`config.mk`:
```
export PLATFORM = sky130hd
export DESIGN_NAME = bpm_top
export DESIGN_NICKNAME = d
export VERILOG_FILES = /design/src/rtl/bpm_pkg.sv /design/src/rtl/bpm_hist.sv /design/src/rtl/bpm_top.sv
export SDC_FILE = /design/constraint.sdc
export NUM_CORES = 1
export LEC_CHECK = 0
export ABC_CLOCK_PERIOD_IN_PS = 96200
export BUFFER_PORTS_ARGS = -buffer_cell sky130_fd_sc_hd__buf_2
export CORE_ASPECT_RATIO = 0.7
export CORE_UTILIZATION = 45
export DETAILED_ROUTE_END_ITERATION = 6
export GPL_TIMING_DRIVEN = 1
export SYNTH_ARGS = -nofsm -noshare
export SYNTH_HDL_FRONTEND = slang
export SYNTH_SLANG_ARGS = --single-unit
```
`constraint.sdc`:
```
create_clock -name ref_clk -period 96.2 [get_ports ref_clk]
set_input_delay 14.43 -clock ref_clk [delete_from_list [all_inputs] [get_ports ref_clk]]
set_output_delay 14.43 -clock ref_clk [all_outputs]
set_load 0.05 [all_outputs]
```
`src/rtl/bpm_pkg.sv`:
```
// Constants, field layouts and carrier types for the beacon period manager.
// Assumes a 100 MHz ref_clk and a receive front end that decodes beacons.
package bpm_pkg;

	// ***************************************************************
	// Timing and sizing
	// ***************************************************************
	localparam int CLK_NS                    = 10;
	localparam int NSLOT                     = 16;
	localparam int SIG_SLOTS                 = 2;
	localparam int LOST_BEACON_LIMIT         = 3;
	localparam int MOVABLE_LATENCY_LIMIT     = 4;
	localparam int NEIGHBOUR_DETECT_INTERVAL = 8;
	localparam int MERGE_WAIT_TIME           = 8;
	localparam int MERGE_WAIT_LONG           = (MERGE_WAIT_TIME * 3) / 2;
	localparam int GUARD_INTERVAL_NS         = 12000;
	localparam int GUARD2_CYC = (2 * GUARD_INTERVAL_NS + CLK_NS - 1) / CLK_NS;
	localparam int BSLOT_NS                  = 85000;
	localparam int BSLOT_CYC                 = BSLOT_NS / CLK_NS;
	localparam int MSLOT_NS                  = 256000;
	localparam int MSLOT_CYC                 = MSLOT_NS / CLK_NS;
	localparam int SF_NS                     = 65536000;
	localparam int SF_CYC                    = SF_NS / CLK_NS;

	// ***************************************************************
	// Register map
	// ***************************************************************
	localparam logic [7:0]  ADDR_CTRL   = 8'h00;
	localparam logic [7:0]  ADDR_STATUS = 8'h04;
	localparam logic [7:0]  ADDR_SLOT   = 8'h08;
	localparam logic [7:0]  ADDR_RESV   = 8'h0c;
	localparam logic [7:0]  ADDR_RISK   = 8'h10;
	localparam int          CTRL_EN     = 0;
	localparam int          CTRL_HIB    = 1;
	localparam int          CTRL_CSWREQ = 2;
	localparam int          CTRL_LEN_LO = 8;
	localparam logic [31:0] CTRL_RST    = 32'h0000_0101;
	localparam logic [3:0]  SLOT_RST    = 4'h2;
	localparam int          ST_COLL     = 0;

	// ***************************************************************
	// Carrier types
	// ***************************************************************
	typedef enum logic [1:0] {
		M_IDLE = 2'b00,
		M_WAIT = 2'b01,
		M_CSWW = 2'b10
	} bpm_merge_t;

	// One decoded beacon, presented for one cycle with rx_valid
	typedef struct packed {
		logic               sig;
		logic [3:0]         slot;
		logic [4:0]         len;
		logic               movable;
		logic               switch_el;
		logic               resv_alien;
		logic [15:0]        occ_map;
		logic [15:0]        mov_map;
		logic               own_occ;
		logic               own_owner_me;
		logic               own_owner_bcst;
		logic signed [31:0] delta;
	} bpm_rx_t;

	// What was heard in our own slot while skipping
	typedef struct packed {
		logic hdr_beacon;
		logic activity_nohdr;
	} bpm_own_slot_t;

endpackage : bpm_pkg

```
`src/rtl/bpm_hist.sv`:
```
// Per-slot occupancy history and contraction risk counters.
// Assumes sf_end is a one-cycle pulse at the end of each superframe.
`timescale 1ns/10ps
module bpm_hist
	import bpm_pkg::*;
(
	// Clock and reset
	input  wire logic              ref_clk,
	input  wire logic              rst,
	// Superframe events
	input  wire logic              sf_end,
	input  wire logic [NSLOT-1:0]  occ_seen,
	input  wire logic [NSLOT-1:0]  risk_set,
	// Slot state
	output      logic [NSLOT-1:0]  avail,
	output      logic [NSLOT-1:0]  contract_avail
);

	localparam logic [2:0] AGE_FULL = 3'(LOST_BEACON_LIMIT + 1);
	localparam logic [2:0] RISK_MAX = 3'(MOVABLE_LATENCY_LIMIT);

	logic [2:0] age  [NSLOT];
	logic [2:0] risk [NSLOT];

	// Clean-superframe age per slot, saturating
	always_ff @(posedge ref_clk)
	begin
		for (int i = 0; i < NSLOT; i++)
		begin
			if (rst)
				age[i] <= AGE_FULL;
			else if (sf_end)
				age[i] <= occ_seen[i] ? 3'h0 : ((age[i] == AGE_FULL) ? AGE_FULL : age[i] + 3'h1);
		end
	end

	// Slots judged risky are held occupied for contraction only
	always_ff @(posedge ref_clk)
	begin
		for (int i = 0; i < NSLOT; i++)
		begin
			if (rst)
				risk[i] <= 3'h0;
			else if (sf_end)
				risk[i] <= risk_set[i] ? RISK_MAX : ((risk[i] != 3'h0) ? risk[i] - 3'h1 : 3'h0);
		end
	end

	always_comb
	begin
		for (int i = 0; i < NSLOT; i++)
		begin
			avail[i]          = (age[i] == AGE_FULL);
			contract_avail[i] = (age[i] == AGE_FULL) && (risk[i] == 3'h0);
		end
	end

endmodule : bpm_hist

```
`src/rtl/bpm_top.sv`:
```
// Beacon period manager: collision detection, contraction and group merge.
// Assumes decoded beacons and superframe/medium-slot timing from the same clock.
//
// The placing of the registers and the AXI4-Lite interface to the registers were left to the implementer.
`timescale 1ns/10ps
// Overview of operation
// - Collision when a beacon reports our slot owned by another address.
// - Collision when same-slot beacons report our slot broadcast-owned for limit superframes.
// - After a skipped superframe, any report of our slot occupied is a collision.
// - While skipping, beacon header or headerless activity in our slot is a collision.
// - Beacon movable when an available slot lies between start and our slot.
// - Risky unoccupied slots count as occupied for contraction, up to latency limit.
// - Beacon never movable while the sleep announce element is carried.
// - Move to earliest available slot after limit-plus-one clean movable superframes.
// - Do not move when a movable neighbour's length excluded our slot recently.
// - Starts within twice the guard interval are aligned; others are foreign.
// - Overlap when either period start lies inside the other period.
// - Signalling window beacons are never foreign-group beacons.
// - Keep using a missing foreign beacon's contents up to the lost limit.
// - On overlap adopt foreign start; new slot is old plus one plus highest.
// - After relocation send no beacon in the former period.
// - Wait random zero to prior length superframes before a signalling beacon.
// - Reserve medium slots covering a non-overlapping foreign period, extra if misaligned.
// - Size the reservation by the largest foreign period length reported.
// - Relocate within merge wait, or one and a half times in second half.
// - Never relocate into a foreign period carrying a period switch element.
// - Keep our slot while a foreign reservation is seen, except merge or collision.
// - Listen for beacons throughout the reserved medium slots.
// - Skip our beacon now and then, never beyond the neighbour detect interval.
// - A slot is available only if unoccupied for limit-plus-one superframes.
module bpm_top
	import bpm_pkg::*;
#(
	parameter int P_BSLOT_CYC = BSLOT_CYC,
	parameter int P_MSLOT_CYC = MSLOT_CYC,
	parameter int P_SF_CYC    = SF_CYC
)
(
	// Clock and reset
	input  wire logic               ref_clk,
	input  wire logic               rst,
	// Superframe timing
	input  wire logic               sf_end,
	input  wire logic [7:0]         cur_ms,
	// Received beacons
	input  wire logic               rx_valid,
	input  wire bpm_rx_t            rx,
	input  wire bpm_own_slot_t      own_heard,
	// Beacon control outputs
	output      logic               tx_en,
	output      logic               skip_now,
	output      logic [3:0]         own_slot,
	output      logic               relocate,
	output      logic signed [31:0] start_shift,
	output      logic               join_req,
	output      logic               csw_grant,
	output      logic               listen_resv,
	// AXI4-Lite slave
	input  wire logic [7:0]         s_axi_awaddr,
	input  wire logic               s_axi_awvalid,
	output      logic               s_axi_awready,
	input  wire logic [31:0]        s_axi_wdata,
	input  wire logic [3:0]         s_axi_wstrb,
	input  wire logic               s_axi_wvalid,
	output      logic               s_axi_wready,
	output      logic [1:0]         s_axi_bresp,
	output      logic               s_axi_bvalid,
	input  wire logic               s_axi_bready,
	input  wire logic [7:0]         s_axi_araddr,
	input  wire logic               s_axi_arvalid,
	output      logic               s_axi_arready,
	output      logic [31:0]        s_axi_rdata,
	output      logic [1:0]         s_axi_rresp,
	output      logic               s_axi_rvalid,
	input  wire logic               s_axi_rready
);

	// ***************************************************************
	// Helpers
	// ***************************************************************
	function automatic logic [4:0] first_from(input logic [NSLOT-1:0] m, input int lo);
		logic [4:0] r;
		r = 5'h10;
		for (int i = NSLOT - 1; i >= 0; i--)
			if (m[i] && i >= lo)
				r = 5'(i);
		return r;
	endfunction : first_from

	function automatic logic [3:0] highest(input logic [NSLOT-1:0] m);
		logic [3:0] r;
		r = 4'h0;
		for (int i = 0; i < NSLOT; i++)
			if (m[i])
				r = 4'(i);
		return r;
	endfunction : highest

	function automatic logic [NSLOT-1:0] above(input logic [3:0] s);
		logic [NSLOT-1:0] r;
		for (int i = 0; i < NSLOT; i++)
			r[i] = (i > int'(s));
		return r;
	endfunction : above

	// ***************************************************************
	// State
	// ***************************************************************
	logic [31:0]      ctrl;
	logic [NSLOT-1:0] risk_map;
	logic             coll_st;
	logic             movable;
	logic             skip_prev;
	logic [NSLOT-1:0] occ_seen;
	logic [NSLOT-1:0] bc_seen;
	logic [1:0]       bc_cnt [NSLOT];
	logic             coll_sf;
	logic             nb_after_mov;
	logic             len_excl;
	logic             resv_seen;
	logic [2:0]       ok_cnt;
	logic [2:0]       excl_age;
	logic [2:0]       skip_cnt;
	logic [15:0]      lfsr;
	logic             fvalid;
	logic             fheard;
	logic [1:0]       fmiss;
	logic signed [31:0] fdelta;
	logic [4:0]       flen;
	logic [3:0]       fhigh;
	logic             fswitch;
	logic             overlap;
	logic             hold;
	logic [7:0]       resv_start;
	logic [7:0]       resv_cnt;
	logic             resv_valid;
	logic [4:0]       reloc_len;
	bpm_merge_t       mstate;
	logic [4:0]       wait_cnt;
	logic [NSLOT-1:0] avail;
	logic [NSLOT-1:0] cavail;
	logic             aligned;
	logic             rx_foreign;
	logic             coll_ev;
	logic             movable_now;
	logic [4:0]       earliest;
	logic [4:0]       own_len;
	logic [31:0]      foff;
	logic [4:0]       new_slot;
	logic             do_reloc;

	assign own_len = ctrl[CTRL_LEN_LO +: 5];

	bpm_hist u_hist (
		.ref_clk        (ref_clk),
		.rst            (rst),
		.sf_end         (sf_end),
		.occ_seen       (occ_seen),
		.risk_set       (risk_map | (coll_sf ? (16'h0001 << own_slot) : 16'h0000)),
		.avail          (avail),
		.contract_avail (cavail)
	);

	// ***************************************************************
	// Classification of received beacons
	// ***************************************************************
	always_comb
	begin
		aligned     = (rx.delta < 32'sd0 ? -rx.delta : rx.delta) < GUARD2_CYC;
		rx_foreign  = rx_valid && !rx.sig && !aligned;
		coll_ev     = 1'b0;
		if (rx_valid && aligned && rx.own_occ && !rx.own_owner_me && !rx.own_owner_bcst)
			coll_ev = 1'b1;
		if (rx_valid && aligned && rx.own_occ && skip_prev)
			coll_ev = 1'b1;
		if (skip_now && (own_heard.hdr_beacon || own_heard.activity_nohdr))
			coll_ev = 1'b1;
		for (int i = 0; i < NSLOT; i++)
			if (bc_seen[i] && bc_cnt[i] == 2'(LOST_BEACON_LIMIT - 1) && sf_end)
				coll_ev = 1'b1;
		movable_now = ((cavail & ~above(own_slot) & ~(16'h0001 << own_slot)) >> SIG_SLOTS) != 16'h0
			&& !ctrl[CTRL_HIB];
		earliest    = first_from(avail, SIG_SLOTS);
		foff        = (fdelta < 32'sd0) ? 32'(fdelta + P_SF_CYC) : 32'(fdelta);
		overlap     = (fdelta < 32'sd0) ? (32'(-fdelta) < 32'(flen) * 32'(P_BSLOT_CYC))
			: (32'(fdelta) < 32'(own_len) * 32'(P_BSLOT_CYC));
		new_slot    = 5'(own_slot) + 5'h1 + 5'(fhigh);
		do_reloc    = sf_end && fvalid && !fswitch && ctrl[CTRL_EN]
			&& ((mstate == M_IDLE && overlap) || (mstate == M_WAIT && wait_cnt == 5'h0));
	end

	// ***************************************************************
	// Per-superframe accumulators
	// ***************************************************************
	always_ff @(posedge ref_clk)
	begin
		if (rst || sf_end)
		begin
			occ_seen     <= 16'h0001 << own_slot;
			bc_seen      <= 16'h0000;
			coll_sf      <= 1'b0;
			nb_after_mov <= 1'b0;
			len_excl     <= 1'b0;
			resv_seen    <= 1'b0;
		end
		else
		begin
			if (rx_valid && aligned)
			begin
				occ_seen <= occ_seen | rx.occ_map;
				if (rx.own_occ && rx.own_owner_bcst)
					bc_seen[rx.slot] <= 1'b1;
				if ((rx.slot > own_slot && rx.movable) || (rx.mov_map & above(own_slot)) != 16'h0)
					nb_after_mov <= 1'b1;
				if (rx.movable && rx.len <= 5'(own_slot))
					len_excl <= 1'b1;
				if (rx.resv_alien)
					resv_seen <= 1'b1;
			end
			if (coll_ev)
				coll_sf <= 1'b1;
		end
	end

	// Consecutive broadcast-owner reports per sending slot
	always_ff @(posedge ref_clk)
	begin
		for (int i = 0; i < NSLOT; i++)
		begin
			if (rst)
				bc_cnt[i] <= 2'h0;
			else if (sf_end)
				bc_cnt[i] <= bc_seen[i] ? ((bc_cnt[i] == 2'h3) ? 2'h3 : bc_cnt[i] + 2'h1) : 2'h0;
		end
	end

	// ***************************************************************
	// Contraction and skipping
	// ***************************************************************
	always_ff @(posedge ref_clk)
	begin
		if (rst)
		begin
			ok_cnt   <= 3'h0;
			excl_age <= 3'h7;
			movable  <= 1'b0;
			hold     <= 1'b0;
		end
		else if (sf_end)
		begin
			movable  <= movable_now;
			hold     <= resv_valid || resv_seen;
			excl_age <= len_excl ? 3'h0 : ((excl_age == 3'h7) ? 3'h7 : excl_age + 3'h1);
			if (movable_now && !nb_after_mov && !coll_sf && !coll_ev)
				ok_cnt <= (ok_cnt == 3'h7) ? 3'h7 : ok_cnt + 3'h1;
			else
				ok_cnt <= 3'h0;
		end
	end

	always_ff @(posedge ref_clk)
	begin
		if (rst)
		begin
			skip_cnt  <= 3'h0;
			skip_now  <= 1'b0;
			skip_prev <= 1'b0;
			lfsr      <= 16'hace1;
		end
		else
		begin
			lfsr <= {lfsr[14:0], lfsr[15] ^ lfsr[13] ^ lfsr[12] ^ lfsr[10]};
			if (sf_end)
			begin
				skip_prev <= skip_now;
				if (skip_cnt == 3'(NEIGHBOUR_DETECT_INTERVAL - 1)
					|| (lfsr[0] && lfsr[5] && skip_cnt >= 3'(NEIGHBOUR_DETECT_INTERVAL / 2)))
				begin
					skip_now <= 1'b1;
					skip_cnt <= 3'h0;
				end
				else
				begin
					skip_now <= 1'b0;
					skip_cnt <= skip_cnt + 3'h1;
				end
			end
		end
	end

	// ***************************************************************
	// Foreign group memory
	// ***************************************************************
	always_ff @(posedge ref_clk)
	begin
		if (rst)
		begin
			fvalid  <= 1'b0;
			fheard  <= 1'b0;
			fmiss   <= 2'h0;
			fdelta  <= 32'sd0;
			flen    <= 5'h0;
			fhigh   <= 4'h0;
			fswitch <= 1'b0;
		end
		else if (rx_foreign)
		begin
			fvalid  <= 1'b1;
			fheard  <= 1'b1;
			fdelta  <= rx.delta;
			flen    <= (fvalid && flen > rx.len) ? flen : rx.len;
			fhigh   <= fvalid ? ((fhigh > highest(rx.occ_map | (16'h0001 << rx.slot))) ? fhigh
				: highest(rx.occ_map | (16'h0001 << rx.slot))) : highest(rx.occ_map | (16'h0001 << rx.slot));
			fswitch <= (fvalid && fswitch) || rx.switch_el;
		end
		else if (sf_end)
		begin
			fheard <= 1'b0;
			if (do_reloc)
				fvalid <= 1'b0;
			else if (!fheard)
			begin
				fmiss <= fmiss + 2'h1;
				if (fmiss == 2'(LOST_BEACON_LIMIT - 1))
					fvalid <= 1'b0;
			end
			else
				fmiss <= 2'h0;
		end
	end

	// ***************************************************************
	// Merge sequencing and slot ownership
	// ***************************************************************
	always_ff @(posedge ref_clk)
	begin
		if (rst)
		begin
			mstate      <= M_IDLE;
			wait_cnt    <= 5'h0;
			own_slot    <= SLOT_RST;
			relocate    <= 1'b0;
			start_shift <= 32'sd0;
			join_req    <= 1'b0;
			csw_grant   <= 1'b0;
			reloc_len   <= 5'h0;
		end
		else
		begin
			relocate  <= 1'b0;
			csw_grant <= 1'b0;
			if (s_axi_awvalid && s_axi_wvalid && !s_axi_bvalid && s_axi_awaddr == ADDR_SLOT
				&& s_axi_wstrb[0])
				own_slot <= s_axi_wdata[3:0];
			else if (do_reloc)
			begin
				relocate    <= 1'b1;
				start_shift <= fdelta;
				join_req    <= new_slot[4];
				own_slot    <= new_slot[3:0];
				reloc_len   <= own_len;
				wait_cnt    <= 5'(({11'h0, lfsr[4:0]}) % ({11'h0, own_len} + 16'h1));
				mstate      <= ctrl[CTRL_CSWREQ] ? M_CSWW : M_IDLE;
			end
			else if (sf_end)
			begin
				join_req <= 1'b0;
				unique case (mstate)
					M_IDLE:
					begin
						if (fvalid && !fswitch && ctrl[CTRL_EN])
						begin
							mstate   <= M_WAIT;
							wait_cnt <= (foff >= 32'(P_SF_CYC / 2)) ? 5'(MERGE_WAIT_LONG - 1)
								: 5'(MERGE_WAIT_TIME - 1);
						end
						else if (fvalid == 1'b0 && !hold && !coll_sf && !coll_ev
							&& ok_cnt >= 3'(LOST_BEACON_LIMIT) && movable_now && !nb_after_mov
							&& excl_age >= 3'(LOST_BEACON_LIMIT) && earliest < 5'(own_slot)
							&& !len_excl)
							own_slot <= earliest[3:0];
					end
					M_WAIT:
					begin
						if (!fvalid || fswitch)
							mstate <= M_IDLE;
						else
							wait_cnt <= wait_cnt - 5'h1;
					end
					M_CSWW:
					begin
						if (wait_cnt == 5'h0)
						begin
							csw_grant <= 1'b1;
							mstate    <= M_IDLE;
						end
						else
							wait_cnt <= wait_cnt - 5'h1;
					end
				endcase
			end
		end
	end

	// ***************************************************************
	// Reservation over a non-overlapping foreign period
	// ***************************************************************
	always_ff @(posedge ref_clk)
	begin
		if (rst)
		begin
			resv_valid  <= 1'b0;
			resv_start  <= 8'h00;
			resv_cnt    <= 8'h00;
			listen_resv <= 1'b0;
			tx_en       <= 1'b0;
		end
		else
		begin
			if (sf_end)
			begin
				resv_valid <= fvalid && !overlap && !do_reloc;
				resv_start <= 8'(foff / 32'(P_MSLOT_CYC));
				resv_cnt   <= 8'((foff + 32'(flen) * 32'(P_BSLOT_CYC) + 32'(P_MSLOT_CYC) - 32'h1)
					/ 32'(P_MSLOT_CYC) - foff / 32'(P_MSLOT_CYC));
			end
			listen_resv <= resv_valid && cur_ms >= resv_start
				&& {1'b0, cur_ms} < {1'b0, resv_start} + {1'b0, resv_cnt};
			tx_en       <= ctrl[CTRL_EN] && !skip_now && !relocate && !join_req
				&& !sf_end;
		end
	end

	// ***************************************************************
	// AXI4-Lite register slave
	// ***************************************************************
	always_ff @(posedge ref_clk)
	begin
		if (rst)
		begin
			ctrl         <= CTRL_RST;
			risk_map     <= 16'h0000;
			coll_st      <= 1'b0;
			s_axi_bvalid <= 1'b0;
			s_axi_bresp  <= 2'b00;
		end
		else
		begin
			if (s_axi_bvalid && s_axi_bready)
				s_axi_bvalid <= 1'b0;
			if (s_axi_awvalid && s_axi_wvalid && !s_axi_bvalid)
			begin
				s_axi_bvalid <= 1'b1;
				s_axi_bresp  <= (s_axi_awaddr <= ADDR_RISK && s_axi_awaddr[1:0] == 2'b00) ? 2'b00 : 2'b10;
				for (int b = 0; b < 4; b++)
					if (s_axi_wstrb[b] && s_axi_awaddr == ADDR_CTRL)
						ctrl[b*8 +: 8] <= s_axi_wdata[b*8 +: 8];
				if (s_axi_awaddr == ADDR_RISK && s_axi_wstrb[0])
					risk_map[7:0] <= s_axi_wdata[7:0];
				if (s_axi_awaddr == ADDR_RISK && s_axi_wstrb[1])
					risk_map[15:8] <= s_axi_wdata[15:8];
			end
			if (sf_end && coll_ev)
				coll_st <= 1'b1;
			else if (coll_ev)
				coll_st <= 1'b1;
			else if (s_axi_awvalid && s_axi_wvalid && !s_axi_bvalid && s_axi_awaddr == ADDR_STATUS
				&& s_axi_wstrb[0] && s_axi_wdata[ST_COLL])
				coll_st <= 1'b0;
		end
	end

	assign s_axi_awready = s_axi_awvalid && s_axi_wvalid && !s_axi_bvalid;
	assign s_axi_wready  = s_axi_awvalid && s_axi_wvalid && !s_axi_bvalid;

	always_ff @(posedge ref_clk)
	begin
		if (rst)
		begin
			s_axi_arready <= 1'b0;
			s_axi_rvalid  <= 1'b0;
			s_axi_rdata   <= 32'h0000_0000;
			s_axi_rresp   <= 2'b00;
		end
		else
		begin
			s_axi_arready <= 1'b0;
			if (s_axi_rvalid && s_axi_rready)
				s_axi_rvalid <= 1'b0;
			else if (s_axi_arvalid && !s_axi_rvalid && !s_axi_arready)
			begin
				s_axi_arready <= 1'b1;
				s_axi_rvalid  <= 1'b1;
				s_axi_rresp   <= 2'b00;
				unique case (s_axi_araddr)
					ADDR_CTRL:   s_axi_rdata <= ctrl;
					ADDR_STATUS: s_axi_rdata <= {24'h0, 1'b0, hold, join_req, mstate == M_WAIT,
						overlap && fvalid, fvalid, movable, coll_st};
					ADDR_SLOT:   s_axi_rdata <= {28'h0, own_slot};
					ADDR_RESV:   s_axi_rdata <= {15'h0, resv_valid, resv_cnt, resv_start};
					ADDR_RISK:   s_axi_rdata <= {16'h0, risk_map};
					default:
					begin
						s_axi_rdata <= 32'h0000_0000;
						s_axi_rresp <= 2'b10;
					end
				endcase
			end
		end
	end

endmodule : bpm_top

```
==> impl_metrics.json <==
{
  "status": "finished clean",
  "rows": 85,
  "drive_above_1_share_pct": 11.5,
  "numCtsBuffers": 41,
  "worst_slew_pin_slew_ns": 1.09,
  "die_w_um": 335,
  "wirelength_mm": 107,
  "drt-initial-drc-count": 2900,
  "via_count": 33600,
  "cp.arrival_ns": 34.15,
  "ys_types": 141,
  "port_buffers": 229,
  "clock.fmax_ghz": 0.0297,
  "clk_path_buf_depth": 3,
  "grt_pass1_wl_mm": 170,
  "htree_levels": 2,
  "synth_edf_count": 127,
  "synth_cells": 4420,
  "clock_latency_ns": 0.60,
  "finalCriticalPeriod_ns": 33.69,
  "synth_warnings": 0,
  "clk_pin_slew_ns": 0.06,
  "cts_setup_buffers": 0,
  "yosysTopAreaCell": "dfxtp_1",
  "maxSlewViolCount": 0,
  "dp_hpwl_mm": 81.7,
  "wl_per_cell_um": 19.1,
  "clock-sinks": 373,
  "ys_ff_latch": 373,
  "syn_area_sq_um": 35000,
  "start_util_pct": 45.5,
  "core-area_sq_um": 76900,
  "overflow": 0,
  "n_antenna_cell": 0,
  "antenna_left": 0,
  "drt_pass1_iterations": 6,
  "pin_count": 234,
  "startpoint_type": "register",
  "finClkSkew_ns": 0.0290,
  "globalplace.congestion": 0.924,
  "fillerInstances": 7508,
  "fin_crit_sh_pct": 35.0,
  "finalSetupTns_ns": 0,
  "crit_fanout": 18,
  "critical_path_class": "reg -> reg",
  "cts_resized": 0,
  "ctsHoldBuffers": 0,
  "max_stage_delay_ns": 0.67,
  "fp.dieH_um": 235,
  "grt_setup_unrepaired": "no",
  "drv_cap": 0,
  "final_nets": 5038,
  "cts_tree": "built",
  "finalSetupViolCount": 0,
  "worstPathRequired_ns": 96.65,
  "synth.yosys.seq_area_share_pct": 25.0,
  "hold_violations": 0,
  "design.die.area_sq_um": 78900,
  "synthDominantCellAreaShare_pct": 14.1,
  "remaining_drc_errors": 0,
  "syn2layout_area_growth_pct": 9.80,
  "synthFlopType": "dfxtp_1",
  "grt_usage_pct": 26.5,
  "slowest_stage": "a31oi_1",
  "synth_area_per_cell_sq_um": 7.92,
  "slew_headroom_pct": 27.0,
  "grt_pass1_vias": 30000,
  "vias_per_cell": 5.98,
  "antenna_found_initial": 4,
  "min_path_type": "reg -> reg",
  "critPathCaptureType": "register",
  "grt_max_degree": 81,
  "synth_area_leaders": "dfxtp_1, ha_1, edfxtp_1",
  "synthArstFlopShare_pct": 0,
  "cts_root_buf": "clkbuf_16",
  "crit_top_cell": "o21a_1"
}
-- cells by family after synthesis --
kind of cell             Yosys count  synth area share, %
adder cells (fa/ha/maj)          347                 12.5
other                              1               0.0107
AO/OA/AOI/OAI                   1296                 25.7
multiplexers                     141                 4.20
AND/OR/NAND/NOR                 1621                 22.5
flip-flops                       373                 25.0
buffers and inverters            454                 5.12
XOR/XNOR                         187                 4.94
-- synthesized netlist by cell type (33+ instances only) --
cell type    n
a211oi_1    56
a21o_1      52
a21oi_1    326
a22oi_1     44
a31oi_1     51
and2_1      36
and3_1      43
clkbuf_1   147
dfxtp_1    246
edfxtp_1   127
ha_1       328
inv_1      250
mux2i_1    106
nand2_1    410
nand2b_1    48
nand3_1    137
nand4_1     49
nor2_1     467
nor2b_1     40
nor3_1     151
nor4_1      51
o211ai_1    49
o21a_1      78
o21ai_0    217
o22ai_1     33
o31ai_1     57
or3_1       37
xnor2_1    128
xor2_1      50
-- metal layers --
layer | up-vias | share of wire, % | wire [um] | GRT usage [%]
met2 | 1078 | 40 | 42600 | 36.6
li1 | 16500 | - | - | -
met1 | 15900 | 51 | 54900 | 42.5
met5 | - | 0.038 | 41 | 0
met3 | 102 | 7.6 | 8110 | 4.19
met4 | 6 | 1.5 | 1610 | 4.66
-- sequential cells by signal (all words and copies together) (netlist names), 8 cells and up --
name and cells:
bc_cnt 32, bc_seen 16, ctrl 32, fdelta 32, lfsr 16, occ_seen 14
resv_cnt 8, resv_start 8, risk_map 16, s_axi_rdata 32, start_shift 32, u_hist.age 42
u_hist.risk 39
-- worst paths after layout --
kind                            depth (start not counted)           to      from  slack [ns]
worst max-delay path                                  148  wait_cnt[2]  ctrl[12]       62.51
worst min-delay path                                    1     lfsr[10]   lfsr[9]        0.42
worst max register to register                        148  wait_cnt[2]  ctrl[12]       62.51
worst min register to register                          1     lfsr[10]   lfsr[9]        0.42
-- layout make-up --
type / count / area, sq um / area share, %
flip-flops and latches: 373 / 8740 / 22.7
repair buffers: 272 / 1480 / 3.84
clock inverters: 13 / 200 / 0.521
multi-input cells: 3603 / 24500 / 63.8
inverters: 259 / 975 / 2.54
well taps: 1044 / 1310 / 3.40
clock buffers: 61 / 1200 / 3.13
-- cells in the final DEF (no fill, tap or decap), types with 18 or more instances in the layout --
cell and n:
a211o_1 18, a211oi_1 56, a21o_1 52, a21oi_1 326, a22oi_1 44, a31oi_1 51, and2_1 36, and3_1 43
buf_2 228, buf_4 43, clkbuf_16 43, dfxtp_1 246, edfxtp_1 127, ha_1 328, inv_1 249, mux2_2 31
mux2i_1 106, nand2_1 410, nand2b_1 47, nand3_1 137, nand3b_1 24, nand4_1 49, nor2_1 464, nor2b_1 40
nor3_1 150, nor4_1 51, o211ai_1 49, o21a_1 78, o21ai_0 217, o21ai_1 27, o21bai_1 21, o22ai_1 33
o31ai_1 57, or2_2 31, or3_1 37, xnor2_1 128, xor2_1 50
-- worst max-delay path: cells and delay by family (launching register included) --
family | cells | cell delay [ns]
fa+ha+maj | 16 | 4.71
compound gates | 79 | 16.54
mux | 3 | 0.92
flops | 1 | 0.49
simple gates | 42 | 9.29
buf+inv | 8 | 1.45
-- through the flow --
stage | util (%) | hold slack, ns | setup slack (ns) | std cells | cell area [sq um]
final | 50.0 | 0.416 | 62.51 | 5625 | 38400
after CTS | 50.0 | 0.414 | 62.66 | 5625 | 38400
after detailed placement | 48.2 | 0.398 | 62.81 | 5551 | 37000
after global routing | 50.0 | 0.431 | 59.13 | 5625 | 38400
after global placement | 48.2 | 0.390 | 63.12 | 5551 | 37000
after floorplan | - | 0.389 | 64.93 | 4430 | 35000
Power is not shown: default switching activity piles up to over one toggle a cycle in this logic, so the estimate is an artifact.
